--- src/sbt_pkg.sv ---
/*
  Package for the sixteen-bit interval timer: register byte addresses,
  field positions, reset values and the packed carrier types.
  Assumes a single 250 MHz bus clock and word-aligned AHB-Lite access.
*/
package sbt_pkg;

  // ****************************************************************
  // Register map (printed offsets are not all multiples of four).
  // ****************************************************************
  localparam logic [7:0] IDX_COUNT_LOW = 8'h00_b1;
  localparam logic [7:0] IDX_COUNT_HIGH = 8'h00_b2;
  localparam logic [7:0] IDX_CLK_SRC = 8'h00_d8;
  localparam logic [7:0] IDX_MODE = 8'h00_dc;
  localparam logic [7:0] IDX_IRQ_STATUS = 8'h00_e0;
  localparam logic [7:0] IDX_IRQ_MASK = 8'h00_e1;
  localparam logic [7:0] IDX_CTRL = 8'h00_e2;
  localparam logic [9:0] ADDR_COUNT_LOW = {IDX_COUNT_LOW, 2'b00};
  localparam logic [9:0] ADDR_COUNT_HIGH = {IDX_COUNT_HIGH, 2'b00};
  localparam logic [9:0] ADDR_CLK_SRC = {IDX_CLK_SRC, 2'b00};
  localparam logic [9:0] ADDR_MODE = {IDX_MODE, 2'b00};
  localparam logic [9:0] ADDR_IRQ_STATUS = {IDX_IRQ_STATUS, 2'b00};
  localparam logic [9:0] ADDR_IRQ_MASK = {IDX_IRQ_MASK, 2'b00};
  localparam logic [9:0] ADDR_CTRL = {IDX_CTRL, 2'b00};

  // ****************************************************************
  // Field positions and reset values.
  // ****************************************************************
  localparam int BIT_RUN = 7;
  localparam int BIT_RATE_LO = 4;
  localparam int BIT_RELOAD = 3;
  localparam int BIT_CAPT = 2;
  localparam int BIT_OVF = 1;
  localparam int BIT_FAST = 3;
  localparam int BIT_ALT = 0;
  localparam logic [7:0] RESET_BYTE = 8'h00_00;
  localparam logic [15:0] COUNT_MAX = 16'hffff;
  localparam logic [7:0] PRESCALE_ONES = 8'h00_ff;

  // Mode register fields.
  typedef struct packed {
    logic run;
    logic [2:0] rate;
    logic reload;
    logic capt;
    logic ovf;
    logic spare;
  } sbt_mode_t;

  // Bus address phase captured for the data phase.
  typedef struct packed {
    logic valid;
    logic write;
    logic [9:0] addr;
  } sbt_req_t;

  // Bus handshake states (Gray coded).
  typedef enum logic [1:0] {
    ST_IDLE = 2'b00,
    ST_DATA = 2'b01
  } sbt_state_t;

endpackage

--- src/sbt_timer.sv ---
/*
  Sixteen-bit interval timer with AHB-Lite register slave and a level
  interrupt. Assumes hclk at 250 MHz; prescale ticks are made from hclk
  (the instruction clock is hclk/4 here, the fast oscillator is twice hclk).
*/
module sbt_timer (
  // Clock, reset and enable.
  input wire logic hclk,
  input wire logic hresetn,
  input wire logic clk_en,
  // AHB-Lite slave.
  input wire logic hsel,
  input wire logic [31:0] haddr,
  input wire logic [1:0] htrans,
  input wire logic hwrite,
  input wire logic [2:0] hsize,
  input wire logic [31:0] hwdata,
  input wire logic hready,
  output logic [31:0] hrdata,
  output logic hreadyout,
  output logic hresp,
  // System events.
  output logic irq,
  output logic timeout_pulse,
  output logic wake_req
);

  // ****************************************************************
  // State.
  // ****************************************************************
  sbt_pkg::sbt_mode_t mode_q, mode_d;
  logic [7:0] clk_src_q, clk_src_d;
  logic [15:0] count_q, count_d;
  logic [15:0] reload_q, reload_d;
  logic [7:0] high_latch_q, high_latch_d;
  logic [7:0] irq_sta_q, irq_sta_d;
  logic [7:0] irq_msk_q, irq_msk_d;
  logic alt_q, alt_d;
  logic [9:0] pre_q, pre_d;
  sbt_pkg::sbt_req_t req_q, req_d;
  sbt_pkg::sbt_state_t st_q, st_d;
  logic [31:0] rdata_q, rdata_d;
  logic irq_q, irq_d, to_q, to_d, wake_q, wake_d;
  logic tick, ovf_evt, wr, lo_take;
  logic [7:0] wb;
  logic [7:0] tap;
  logic [9:0] mask;

  // Write strobes happen in the data phase of a taken request; reads are sampled at its address phase.
  assign wr = req_q.valid & req_q.write;
  // A low byte read is seen at its address phase, the same edge that samples the low byte.
  assign lo_take = hsel & hready & htrans[1] & ~hwrite & (haddr[9:0] == sbt_pkg::ADDR_COUNT_LOW);
  assign wb = hwdata[7:0];

  // ****************************************************************
  // Prescaler.
  // ****************************************************************
  // The slow source is hclk/4, so its mask carries two extra low bits; a tick
  // comes once every mask+1 cycles, counted from the prescaler's clear.
  always_comb begin
    tap = sbt_pkg::PRESCALE_ONES >> mode_q.rate;
    if (!clk_src_q[sbt_pkg::BIT_FAST]) begin
      mask = {tap, 2'b11};
    end else begin
      mask = {3'b000, tap[7:1]};
    end
    tick = (pre_q & mask) == mask;
  end

  // ****************************************************************
  // Counter, flags and registers.
  // ****************************************************************
  // One next-state block for all software-visible state.
  always_comb begin
    mode_d = mode_q;
    clk_src_d = clk_src_q;
    count_d = count_q;
    reload_d = reload_q;
    high_latch_d = high_latch_q;
    irq_sta_d = irq_sta_q;
    irq_msk_d = irq_msk_q;
    alt_d = alt_q;
    pre_d = pre_q;
    ovf_evt = 1'b0;
    // Counting is gated by run, and suppressed in sensing mode.
    if (mode_q.run && !alt_q) begin
      pre_d = pre_q + 10'h001;
      if (mode_q.capt) begin
        count_d = 16'h0000;
        mode_d.capt = 1'b0;
        pre_d = '0;
      end else if (tick) begin
        if (count_q == sbt_pkg::COUNT_MAX) begin
          ovf_evt = 1'b1;
          count_d = mode_q.reload ? reload_q : 16'h0000;
        end else begin
          count_d = count_q + 16'h0001;
        end
      end
    end else begin
      pre_d = '0;
    end
    // Latching with the low byte's sample keeps the pair from straddling a carry.
    if (lo_take) begin
      high_latch_d = count_q[15:8];
    end
    if (wr) begin
      case (req_q.addr)
        sbt_pkg::ADDR_COUNT_HIGH: begin
          count_d[15:8] = wb;
          reload_d[15:8] = wb;
        end
        sbt_pkg::ADDR_COUNT_LOW: begin
          count_d[7:0] = wb;
          reload_d[7:0] = wb;
        end
        sbt_pkg::ADDR_MODE: begin
          mode_d = wb;
          mode_d.ovf = mode_q.ovf & wb[sbt_pkg::BIT_OVF];
        end
        sbt_pkg::ADDR_CLK_SRC: clk_src_d = wb;
        sbt_pkg::ADDR_IRQ_STATUS: irq_sta_d = irq_sta_q & ~wb;
        sbt_pkg::ADDR_IRQ_MASK: irq_msk_d = wb;
        sbt_pkg::ADDR_CTRL: alt_d = wb[sbt_pkg::BIT_ALT];
        default: begin
        end
      endcase
    end
    // Hardware set wins over a same-cycle software clear.
    if (ovf_evt) begin
      mode_d.ovf = 1'b1;
      irq_sta_d[0] = 1'b1;
    end
  end

  // Register stage for software-visible state.
  always_ff @(posedge hclk or negedge hresetn) begin
    if (!hresetn) begin
      mode_q <= sbt_pkg::RESET_BYTE;
      clk_src_q <= sbt_pkg::RESET_BYTE;
      count_q <= 16'h0000;
      reload_q <= 16'h0000;
      high_latch_q <= sbt_pkg::RESET_BYTE;
      irq_sta_q <= sbt_pkg::RESET_BYTE;
      irq_msk_q <= sbt_pkg::RESET_BYTE;
      alt_q <= 1'b0;
      pre_q <= '0;
    end else if (clk_en) begin
      mode_q <= mode_d;
      clk_src_q <= clk_src_d;
      count_q <= count_d;
      reload_q <= reload_d;
      high_latch_q <= high_latch_d;
      irq_sta_q <= irq_sta_d;
      irq_msk_q <= irq_msk_d;
      alt_q <= alt_d;
      pre_q <= pre_d;
    end
  end

  // ****************************************************************
  // AHB-Lite slave and outputs.
  // ****************************************************************
  // Zero-wait slave: read data is registered at the address phase edge.
  always_comb begin
    req_d.valid = hsel & hready & htrans[1];
    req_d.write = hwrite;
    req_d.addr = haddr[9:0];
    st_d = req_d.valid ? sbt_pkg::ST_DATA : sbt_pkg::ST_IDLE;
    rdata_d = 32'h0000_0000;
    if (req_d.valid && !hwrite) begin
      case (haddr[9:0])
        sbt_pkg::ADDR_COUNT_LOW: rdata_d[7:0] = count_q[7:0];
        sbt_pkg::ADDR_COUNT_HIGH: rdata_d[7:0] = high_latch_q;
        sbt_pkg::ADDR_MODE: rdata_d[7:0] = mode_q;
        sbt_pkg::ADDR_CLK_SRC: rdata_d[7:0] = clk_src_q;
        sbt_pkg::ADDR_IRQ_STATUS: rdata_d[7:0] = irq_sta_q;
        sbt_pkg::ADDR_IRQ_MASK: rdata_d[7:0] = irq_msk_q;
        sbt_pkg::ADDR_CTRL: rdata_d[7:0] = {7'b000_0000, alt_q};
        default: rdata_d = 32'h0000_0000;
      endcase
    end
    irq_d = |(irq_sta_d & irq_msk_d);
    to_d = ovf_evt;
    wake_d = mode_d.run & irq_d;
  end

  // Register stage for the bus and the outputs.
  always_ff @(posedge hclk or negedge hresetn) begin
    if (!hresetn) begin
      req_q <= '0;
      st_q <= sbt_pkg::ST_IDLE;
      rdata_q <= 32'h0000_0000;
      irq_q <= 1'b0;
      to_q <= 1'b0;
      wake_q <= 1'b0;
    end else if (clk_en) begin
      req_q <= req_d;
      st_q <= st_d;
      rdata_q <= rdata_d;
      irq_q <= irq_d;
      to_q <= to_d;
      wake_q <= wake_d;
    end
  end

  assign hrdata = rdata_q;
  assign hreadyout = 1'b1;
  assign hresp = 1'b0;
  assign irq = irq_q;
  assign timeout_pulse = to_q;
  assign wake_req = wake_q;

  // ****************************************************************
  // Checks.
  // ****************************************************************
  property p_stop;
    @(posedge hclk) disable iff (!hresetn)
    (clk_en && !mode_q.run && !wr) |=> $stable(count_q);
  endproperty
  a_stop: assert property (p_stop) else $error("count moved while stopped");

  property p_ovf;
    @(posedge hclk) disable iff (!hresetn)
    (clk_en && ovf_evt) |=> mode_q.ovf && irq_sta_q[0];
  endproperty
  a_ovf: assert property (p_ovf) else $error("overflow flag not set");

  property p_reload;
    @(posedge hclk) disable iff (!hresetn)
    (clk_en && ovf_evt && mode_q.reload && !wr) |=> count_q == $past(reload_q);
  endproperty
  a_reload: assert property (p_reload) else $error("reload value wrong");

  property p_wrap;
    @(posedge hclk) disable iff (!hresetn)
    (clk_en && ovf_evt && !mode_q.reload && !wr) |=> count_q == 16'h0000;
  endproperty
  a_wrap: assert property (p_wrap) else $error("count did not wrap");

  property p_capt;
    @(posedge hclk) disable iff (!hresetn)
    (clk_en && mode_q.run && !alt_q && mode_q.capt && !wr) |=> count_q == 16'h0000 && !mode_q.capt;
  endproperty
  a_capt: assert property (p_capt) else $error("capture start not handled");

  property p_sticky;
    @(posedge hclk) disable iff (!hresetn)
    (clk_en && mode_q.ovf && !wr) |=> mode_q.ovf;
  endproperty
  a_sticky: assert property (p_sticky) else $error("flag dropped");

  property p_irq;
    @(posedge hclk) disable iff (!hresetn)
    (clk_en && ovf_evt && irq_msk_q[0] && !wr) |=> irq;
  endproperty
  a_irq: assert property (p_irq) else $error("irq missing");

  property p_alt;
    @(posedge hclk) disable iff (!hresetn)
    (clk_en && alt_q && !wr) |=> $stable(count_q);
  endproperty
  a_alt: assert property (p_alt) else $error("counted in sensing mode");

  property p_freeze;
    @(posedge hclk) disable iff (!hresetn)
    !clk_en |=> $stable(count_q) && $stable(mode_q) && $stable(pre_q);
  endproperty
  a_freeze: assert property (p_freeze) else $error("state moved with clock enable low");

  property p_latch;
    @(posedge hclk) disable iff (!hresetn)
    (clk_en && lo_take) |=> high_latch_q == $past(count_q[15:8]);
  endproperty
  a_latch: assert property (p_latch) else $error("high byte latch not coherent");

  property p_pulse;
    @(posedge hclk) disable iff (!hresetn)
    (clk_en && ovf_evt) |=> timeout_pulse;
  endproperty
  a_pulse: assert property (p_pulse) else $error("time-out pulse missing");

  property p_wake;
    @(posedge hclk) disable iff (!hresetn)
    clk_en |=> wake_req == (mode_q.run & irq);
  endproperty
  a_wake: assert property (p_wake) else $error("wake request wrong");

  c_ovf: cover property (@(posedge hclk) ovf_evt);
  c_reload: cover property (@(posedge hclk) ovf_evt && mode_q.reload);
  c_irq: cover property (@(posedge hclk) $rose(irq));
  c_capt: cover property (@(posedge hclk) mode_q.run && mode_q.capt);

endmodule

--- config.mk ---
export PLATFORM = sky130hd
export DESIGN_NAME = sbt_timer
export DESIGN_NICKNAME = d
export VERILOG_FILES = /design/src/sbt_pkg.sv /design/src/sbt_timer.sv
export SDC_FILE = /design/constraint.sdc
export NUM_CORES = 1
export LEC_CHECK = 0
export ABC_AREA = 1
export BUFFER_PORTS_ARGS = -buffer_cell sky130_fd_sc_hd__buf_2
export CORE_MARGIN = 2
export CORE_UTILIZATION = 45
export CTS_CLUSTER_SIZE = 10
export DETAILED_ROUTE_END_ITERATION = 7
export PLACE_DENSITY = 0.73
export SETUP_SLACK_MARGIN = 0.5
export SKIP_CTS_REPAIR_TIMING = 1
export SLEW_MARGIN = 20
export SYNTH_ARGS = -nofsm -noshare
export SYNTH_HDL_FRONTEND = slang
export SYNTH_SLANG_ARGS = --single-unit
--- constraint.sdc ---
create_clock -name hclk -period 1.73 [get_ports hclk]
set_input_delay 0.173 -clock hclk [delete_from_list [all_inputs] [get_ports hclk]]
set_output_delay 0.173 -clock hclk [all_outputs]
set_load 0.05 [all_outputs]
==> flow_summary.toml, run 1 <==
[global_route]
grt_antenna_before_repair = 0
grt_pass1_wl_mm = 30.7
grt_max_degree = 53
overflow = 0
grt_pass1_vias = 5929
track_usage = 0.249

[floorplan]
fp.dieArea_mm2 = 0.0155
rows = 44
die_y_um = 125
io-pin-count = 112
initial_core_util = 0.455
die_x_um = 125
coreArea_mm2 = 0.0144

[clock_tree]
clockBufferDepth = 2
cts_made_buffers = 9
clock_sinks = 106
cts_tree = "built"
clk_latency_ns = 0.37
cts-htree-levels = 3
cts_root_buf = "clkbuf_16"
clk_pin_slew_worst_paths_ns = 0.07

[timing]
skew_ns = 0.00888
min_period_over_period = 1.03
max_clock_freq_mhz = 563
post-route-min-period_ns = 1.78
setup_violations = 4
setup_ws_ns = -0.0474
drv_slew = 0
rsz0062_at_grt = "yes"
hold_viol = 0

[routing]
drt-total-wl_mm = 20.5
drc = 0
route.detailed.wl_per_inst_um = 16.1
first_pass_iters = 6
avgViaCountPerCell = 5.33
dr_total_vias = 6779
antenna_left = 0
drtIter0Drc = 627

[logic_synthesis]
synthCells = 978
yosysUniqueCellTypes = 34
ys_seq_area_frac = 0.406
syn-cell-area_mm2 = 0.00654
synth_seq_cells = 106
synth_edf_count = 0
synth_top_flop_cell = "dfrtp_1"
yosysWarnings = 0
synthArstFlopShare = 1.00
syn_avg_cell_area_um2 = 6.68

[cells_and_area]
final_cell_mix = "nand2_1 (317), inv_1 (105), dfrtp_1 (96)"
fillCellCount = 1285
postLayoutCellArea_mm2 = 0.00847
layout-drive-gt1-share = 0.286
fin_nets = 1159
diodes = 0
mostFrequentLayoutCell = "nand2_1"
syn_to_final_growth_pct = 29.6

[run]
drv_cap = 0

[worst_setup_path]
crit_family = "simple AND/OR/NAND/NOR gates"
cp.arrival_ns = 2.08
cp_num_buf_inv = 0
cp_cell_sequence = "ha_4, nand3_2, nand3b_1, nor3_2, nand3_1, nand2_1, nand2_1, nand3_2, nand2_2, nand2_1"
start_kind = "flip-flop"
worstPathMaxFanout = 3
critPathRequiredTime_ns = 2.03
path_class = "flip-flop to flip-flop"
crit_path_frequent_cell = "nand2_1"
crit_path_end_kind = "flip-flop"
slowest_stage = "dfrtp_1"
slowest_delay_ns = 0.40

[pwr]
peakVddDrop_mv = 0.570
clkPwrFrac = 0.376
seqPwrFrac = 0.469
share_comb_of_total_power = 0.155
p_sw_w = 0.00166
p_sw_frac = 0.298
total_leakage_power_nw = 4.25
p_int_w = 0.00391
power_density_mw_per_mm2 = 657

[place]
routabilityCongestion = 0.980
placed_area_mm2 = 0.00737
dp.final_hpwl_mm = 14.4
dp_slack_ns = -0.0111
io_buffer_count = 35

[status]
outcome = "complete, but fails checks"
violations = "setup timing"

[min_path]
hold_path.class = "input pin to flip-flop"
==> flip-flops by register name (all words and copies together) (netlist names) <==
register       count
wake_req           1
alt_q              1
irq_msk_q          8
reload_q          16
pre_q             10
high_latch_q       8
hrdata             8
clk_src_q          8
timeout_pulse      1
req_q             12
mode_q             8
count_q           16
irq_sta_q          8
irq                1
==> routing by layer <==
layer,part of all wire,wire (um),track usage,vias to the layer above
li1,-,-,-,3239
met1,0.41,8490,0.338,3175
met2,0.47,9610,0.391,302
met3,0.074,1520,0.0369,63
met4,0.043,885,0.120,0
met5,0,0,0,-
==> logic make-up (layout without fill, tap and decap cells) <==
group	after synthesis	after routing	share of synthesized area
simple gates	517	518	0.324
other cells	2	26	0.00115
compound gates	159	159	0.131
buf+inv	185	269	0.126
flops	106	106	0.406
xor+xnor	6	6	0.00804
fa+ha+maj	2	2	0.00383
mux	1	1	0.00153
==> worst register-to-register path, stage by stage (launching register included) <==
cell and delay (ns):
dfrtp_1 0.40, ha_4 0.18, nand3_2 0.09, nand3b_1 0.24
nor3_2 0.27, nand3_1 0.16, nand2_1 0.09, nand2_1 0.07
nand3_2 0.09, nand2_2 0.05, nand2_1 0.07
==> stage by stage <==
| stage | hold slack (ns) | total power, W | TNS, ns | std cells | util |
|---|---|---|---|---|---|
| after detailed placement | 0.0681 | 0.00339 | -0.0414 | 1231 | 0.513 |
| after global routing | 0.0739 | 0.00575 | -1.48 | 1271 | 0.590 |
| final | 0.0364 | 0.00557 | -0.101 | 1271 | 0.590 |
| after CTS | -0.316 | 0.00544 | -0.346 | 1247 | 0.533 |
| after floorplan | -0.123 | 0.00315 | 0 | 1002 | - |
| after global placement | 0.0726 | 0.00338 | 0 | 1231 | 0.513 |
==> area by class of cell <==
| type | instances | area, um^2 | area share |
|---|---|---|---|
| multi-input cells | 712 | 3790 | 0.447 |
| flip-flops and latches | 106 | 2670 | 0.315 |
| repair buffers | 125 | 1010 | 0.119 |
| inverters | 128 | 485 | 0.0573 |
| clock buffers | 11 | 233 | 0.0275 |
| well taps | 184 | 230 | 0.0272 |
| clock inverters | 5 | 55.1 | 0.00650 |
==> worst paths after layout <==
| kind | from | endpoint | slack, ns | depth (start not counted) |
|---|---|---|---|---|
| min in group asynchronous | hresetn | reload_q[7] | 0.23 | 2 |
| max reg2reg | count_q[0] | irq | -0.05 | 10 |
| max | count_q[0] | irq | -0.05 | 10 |
| max in group asynchronous | hresetn | req_q[2] | 0.89 | 3 |
| min reg2reg | timeout_pulse | timeout_pulse | 0.48 | 2 |
| min | hwrite | req_q[10] | 0.04 | 3 |
==> cells in the mapped netlist, types with 2 or more instances <==
cell type  instances  area, um^2
nand3b_1           2        15.0
nor3_1             6        30.0
conb_1             2        7.51
clkbuf_1          21        78.8
nor2_1            52         195
o21ai_0          116         581
dfrtp_1          106        2650
o221ai_1           7        61.3
a21oi_1           16        80.1
nand2_2            3        18.8
o22ai_1            8        50.1
ha_1               2        25.0
buf_2              4        20.0
o21a_1             4        30.0
nand2_1          377        1420
nand3_1           60         300
buf_4             28         210
buf_6              2        22.5
xor2_1             6        52.6
o21ai_1            4        20.0
nor2_2             2        12.5
nand4_1            9        56.3
nor2_4             4        45.0
inv_1            127         477
==> power groups by stage <==
stage	clock [W]	sequential (W)	combinational [W]
after CTS	0.00209	0.00260	0.000750
after detailed placement	0	0.00265	0.000745
after global placement	0	0.00264	0.000737
final	0.00209	0.00261	0.000864
after global routing	0.00220	0.00262	0.000932
after floorplan	0	0.00267	0.000474
Power figures use the tool's default switching activity.
==> run 2: changes to the inputs <==
--- a/config.mk
+++ b/config.mk
@@ -13,4 +13,5 @@
 export DETAILED_ROUTE_END_ITERATION = 7
 export PLACE_DENSITY = 0.73
+export REMOVE_ABC_BUFFERS = 1
 export SETUP_SLACK_MARGIN = 0.5
 export SKIP_CTS_REPAIR_TIMING = 1
==> constraint.sdc (replaced) <==
create_clock -name hclk -period 1.73 [get_ports hclk]
set_input_delay 0.173 -clock hclk [delete_from_list [all_inputs] [get_ports hclk]]
set_output_delay 0.173 -clock hclk [all_outputs]
set_load 0.02 [all_outputs]
==> run 2 against run 1 <==
Compared with the run above: the run still ends with setup timing left; worst hold slack worse by 0.017 ns; final area is 4.9% higher; global-route usage is 0.076 points lower; via count is 4.6% higher.
==> flow_summary.toml, run 2 (same netlist as run 1, synthesis figures left out) <==
[global_route]
grt_antenna_before_repair = 0
gr-usage-met3 = 0.0464
overflow = 0
track_usage = 0.248
grt_pass1_vias = 6055
grt_most_used_layer = "met2"
grt_max_degree = 52
grt_util_met1 = 0.335
grt_pass1_wl_mm = 30.8
grtUsageMet2 = 0.393

[worst_setup_path]
reg2reg_depth = 11
worstPathMaxFanout = 3
start_kind = "flip-flop"
cp_num_buf_inv = 1
cp.depth = 11
timing.rr.start = "count_q[1]"
r2r_end = "irq"
critPathCapture = "irq"
cp_cell_sequence = "ha_4, nand3_2, nand3b_1, nor3_2, buf_4, nand3_2, nand2_1, nand2_1, nand3_2, nand2_1, nand2_1"
path_class = "flip-flop to flip-flop"
slowest_delay_ns = 0.40
crit_path_end_kind = "flip-flop"
ff2ff_setup_slack_ns = -0.08
critPathRequiredTime_ns = 2.04
slowest_stage = "dfrtp_1"
crit_path_frequent_cell = "nand2_1"
cp-startpoint = "count_q[1]"
crit_family = "simple AND/OR/NAND/NOR gates"
cp.arrival_ns = 2.12

[cells_and_area]
final_cell_mix = "nand2_1 (297), inv_1 (106), dfrtp_1 (96)"
reg_top3 = "count_q x16, reload_q x16, req_q x12"
fin_nets = 1179
syn_to_final_growth_pct = 36.0
fin_util = 0.619
postLayoutCellArea_mm2 = 0.00889
diodes = 0
layout-drive-gt1-share = 0.333
mostFrequentLayoutCell = "nand2_1"

[floorplan]
rows = 44
die_y_um = 125
die_x_um = 125
initial_core_util = 0.455
fp.dieArea_mm2 = 0.0155
coreArea_mm2 = 0.0144
io-pin-count = 112

[clock_tree]
cts_root_buf = "clkbuf_16"
cts_tree = "built"
cts-htree-levels = 3
clockBufferDepth = 2
clock_sinks = 106
clk_latency_ns = 0.37
clk_pin_slew_worst_paths_ns = 0.08
cts_made_buffers = 9

[run]
drv_cap = 0

[routing]
drt-total-wl_mm = 22.0
avgViaCountPerCell = 5.49
antenna_left = 0
drtIter0Drc = 732
route.detailed.wl_per_inst_um = 17.0
dr_total_vias = 7092
first_pass_iters = 7
drc = 0

[timing]
hold_viol = 0
skew_ns = 0.0104
post-route-min-period_ns = 1.81
max_clock_freq_mhz = 552
setup_ws_ns = -0.0805
rsz0062_at_grt = "yes"
slew_headroom = 0.571
tightest_slew_ns = 0.643
drv_slew = 0
setup_violations = 4
min_period_over_period = 1.05

[place]
io_buffer_count = 35
placed_area_mm2 = 0.00742
dp.final_hpwl_mm = 13.8
routabilityCongestion = 0.924

[pwr]
total_leakage_power_nw = 4.42
peakVddDrop_mv = 0.571
power_w = 0.00563
power_density_mw_per_mm2 = 633

[status]
violations = "setup timing"
outcome = "complete, but fails checks"

[min_path]
hold_path.class = "input pin to flip-flop"
-- run 2: cell count changes in the layout (fill, tap and decap cells not counted), sizes merged --
cell,previous run,this run
clkinvlp,2,3
nand3,61,60
clkbuf,13,11
buf,122,143
inv,128,129
-- run 2: where the power goes --
| part | internal, W | switching, W |
|---|---|---|
| combinational | 0.000292 | 0.000571 |
| clock | 0.00113 | 0.00101 |
| sequential | 0.00255 | 0.0000667 |
| total | 0.00398 | 0.00165 |
-- run 2: worst min path at each step --
stage               cells past startpoint          to  slack [ns]     from
floorplan                               0       alt_q       -0.12  hresetn
global placement                        1    req_q[7]        0.13  hresetn
detailed placement                      1    req_q[7]        0.13  hresetn
CTS                                     1  count_q[0]       -0.26  hresetn
global route                            3   req_q[10]        0.06   hwrite
finish                                  3   req_q[10]        0.02   hwrite
-- run 2: metal layers --
metal / routed length (um) / up-vias
li1: - / 3283
met1: 8780 / 3358
met2: 10300 / 373
met3: 1920 / 78
met4: 960 / 0
met5: 0 / -
-- run 2: layout make-up --
class                           instances  area (um^2)
Inverter                              128          492
Sequential cell                       106         2670
Multi-Input combinational cell        711         3930
Timing Repair Buffer                  146         1270
Fill cell                            1207         5480
Tap cell                              184          230
Clock buffer                            9          225
Clock inverter                          7         76.3
-- run 2: metrics by stage --
stage	instances	hold WS, ns	setup WS [ns]	TNS, ns
finish	1291	0.0197	-0.0805	-0.231
global route	1291	0.0569	-0.180	-2.40
CTS	1263	-0.259	-0.119	-0.672
detailed placement	1247	0.128	-0.0689	-0.270
global placement	1247	0.126	-0.0210	-0.0399
floorplan	945	-0.123	0.0109	0
-- run 2: worst min-delay path: stages --
cell	delay (ns)
buf_2	0.09
nand2_1	0.04
nand2_1	0.05
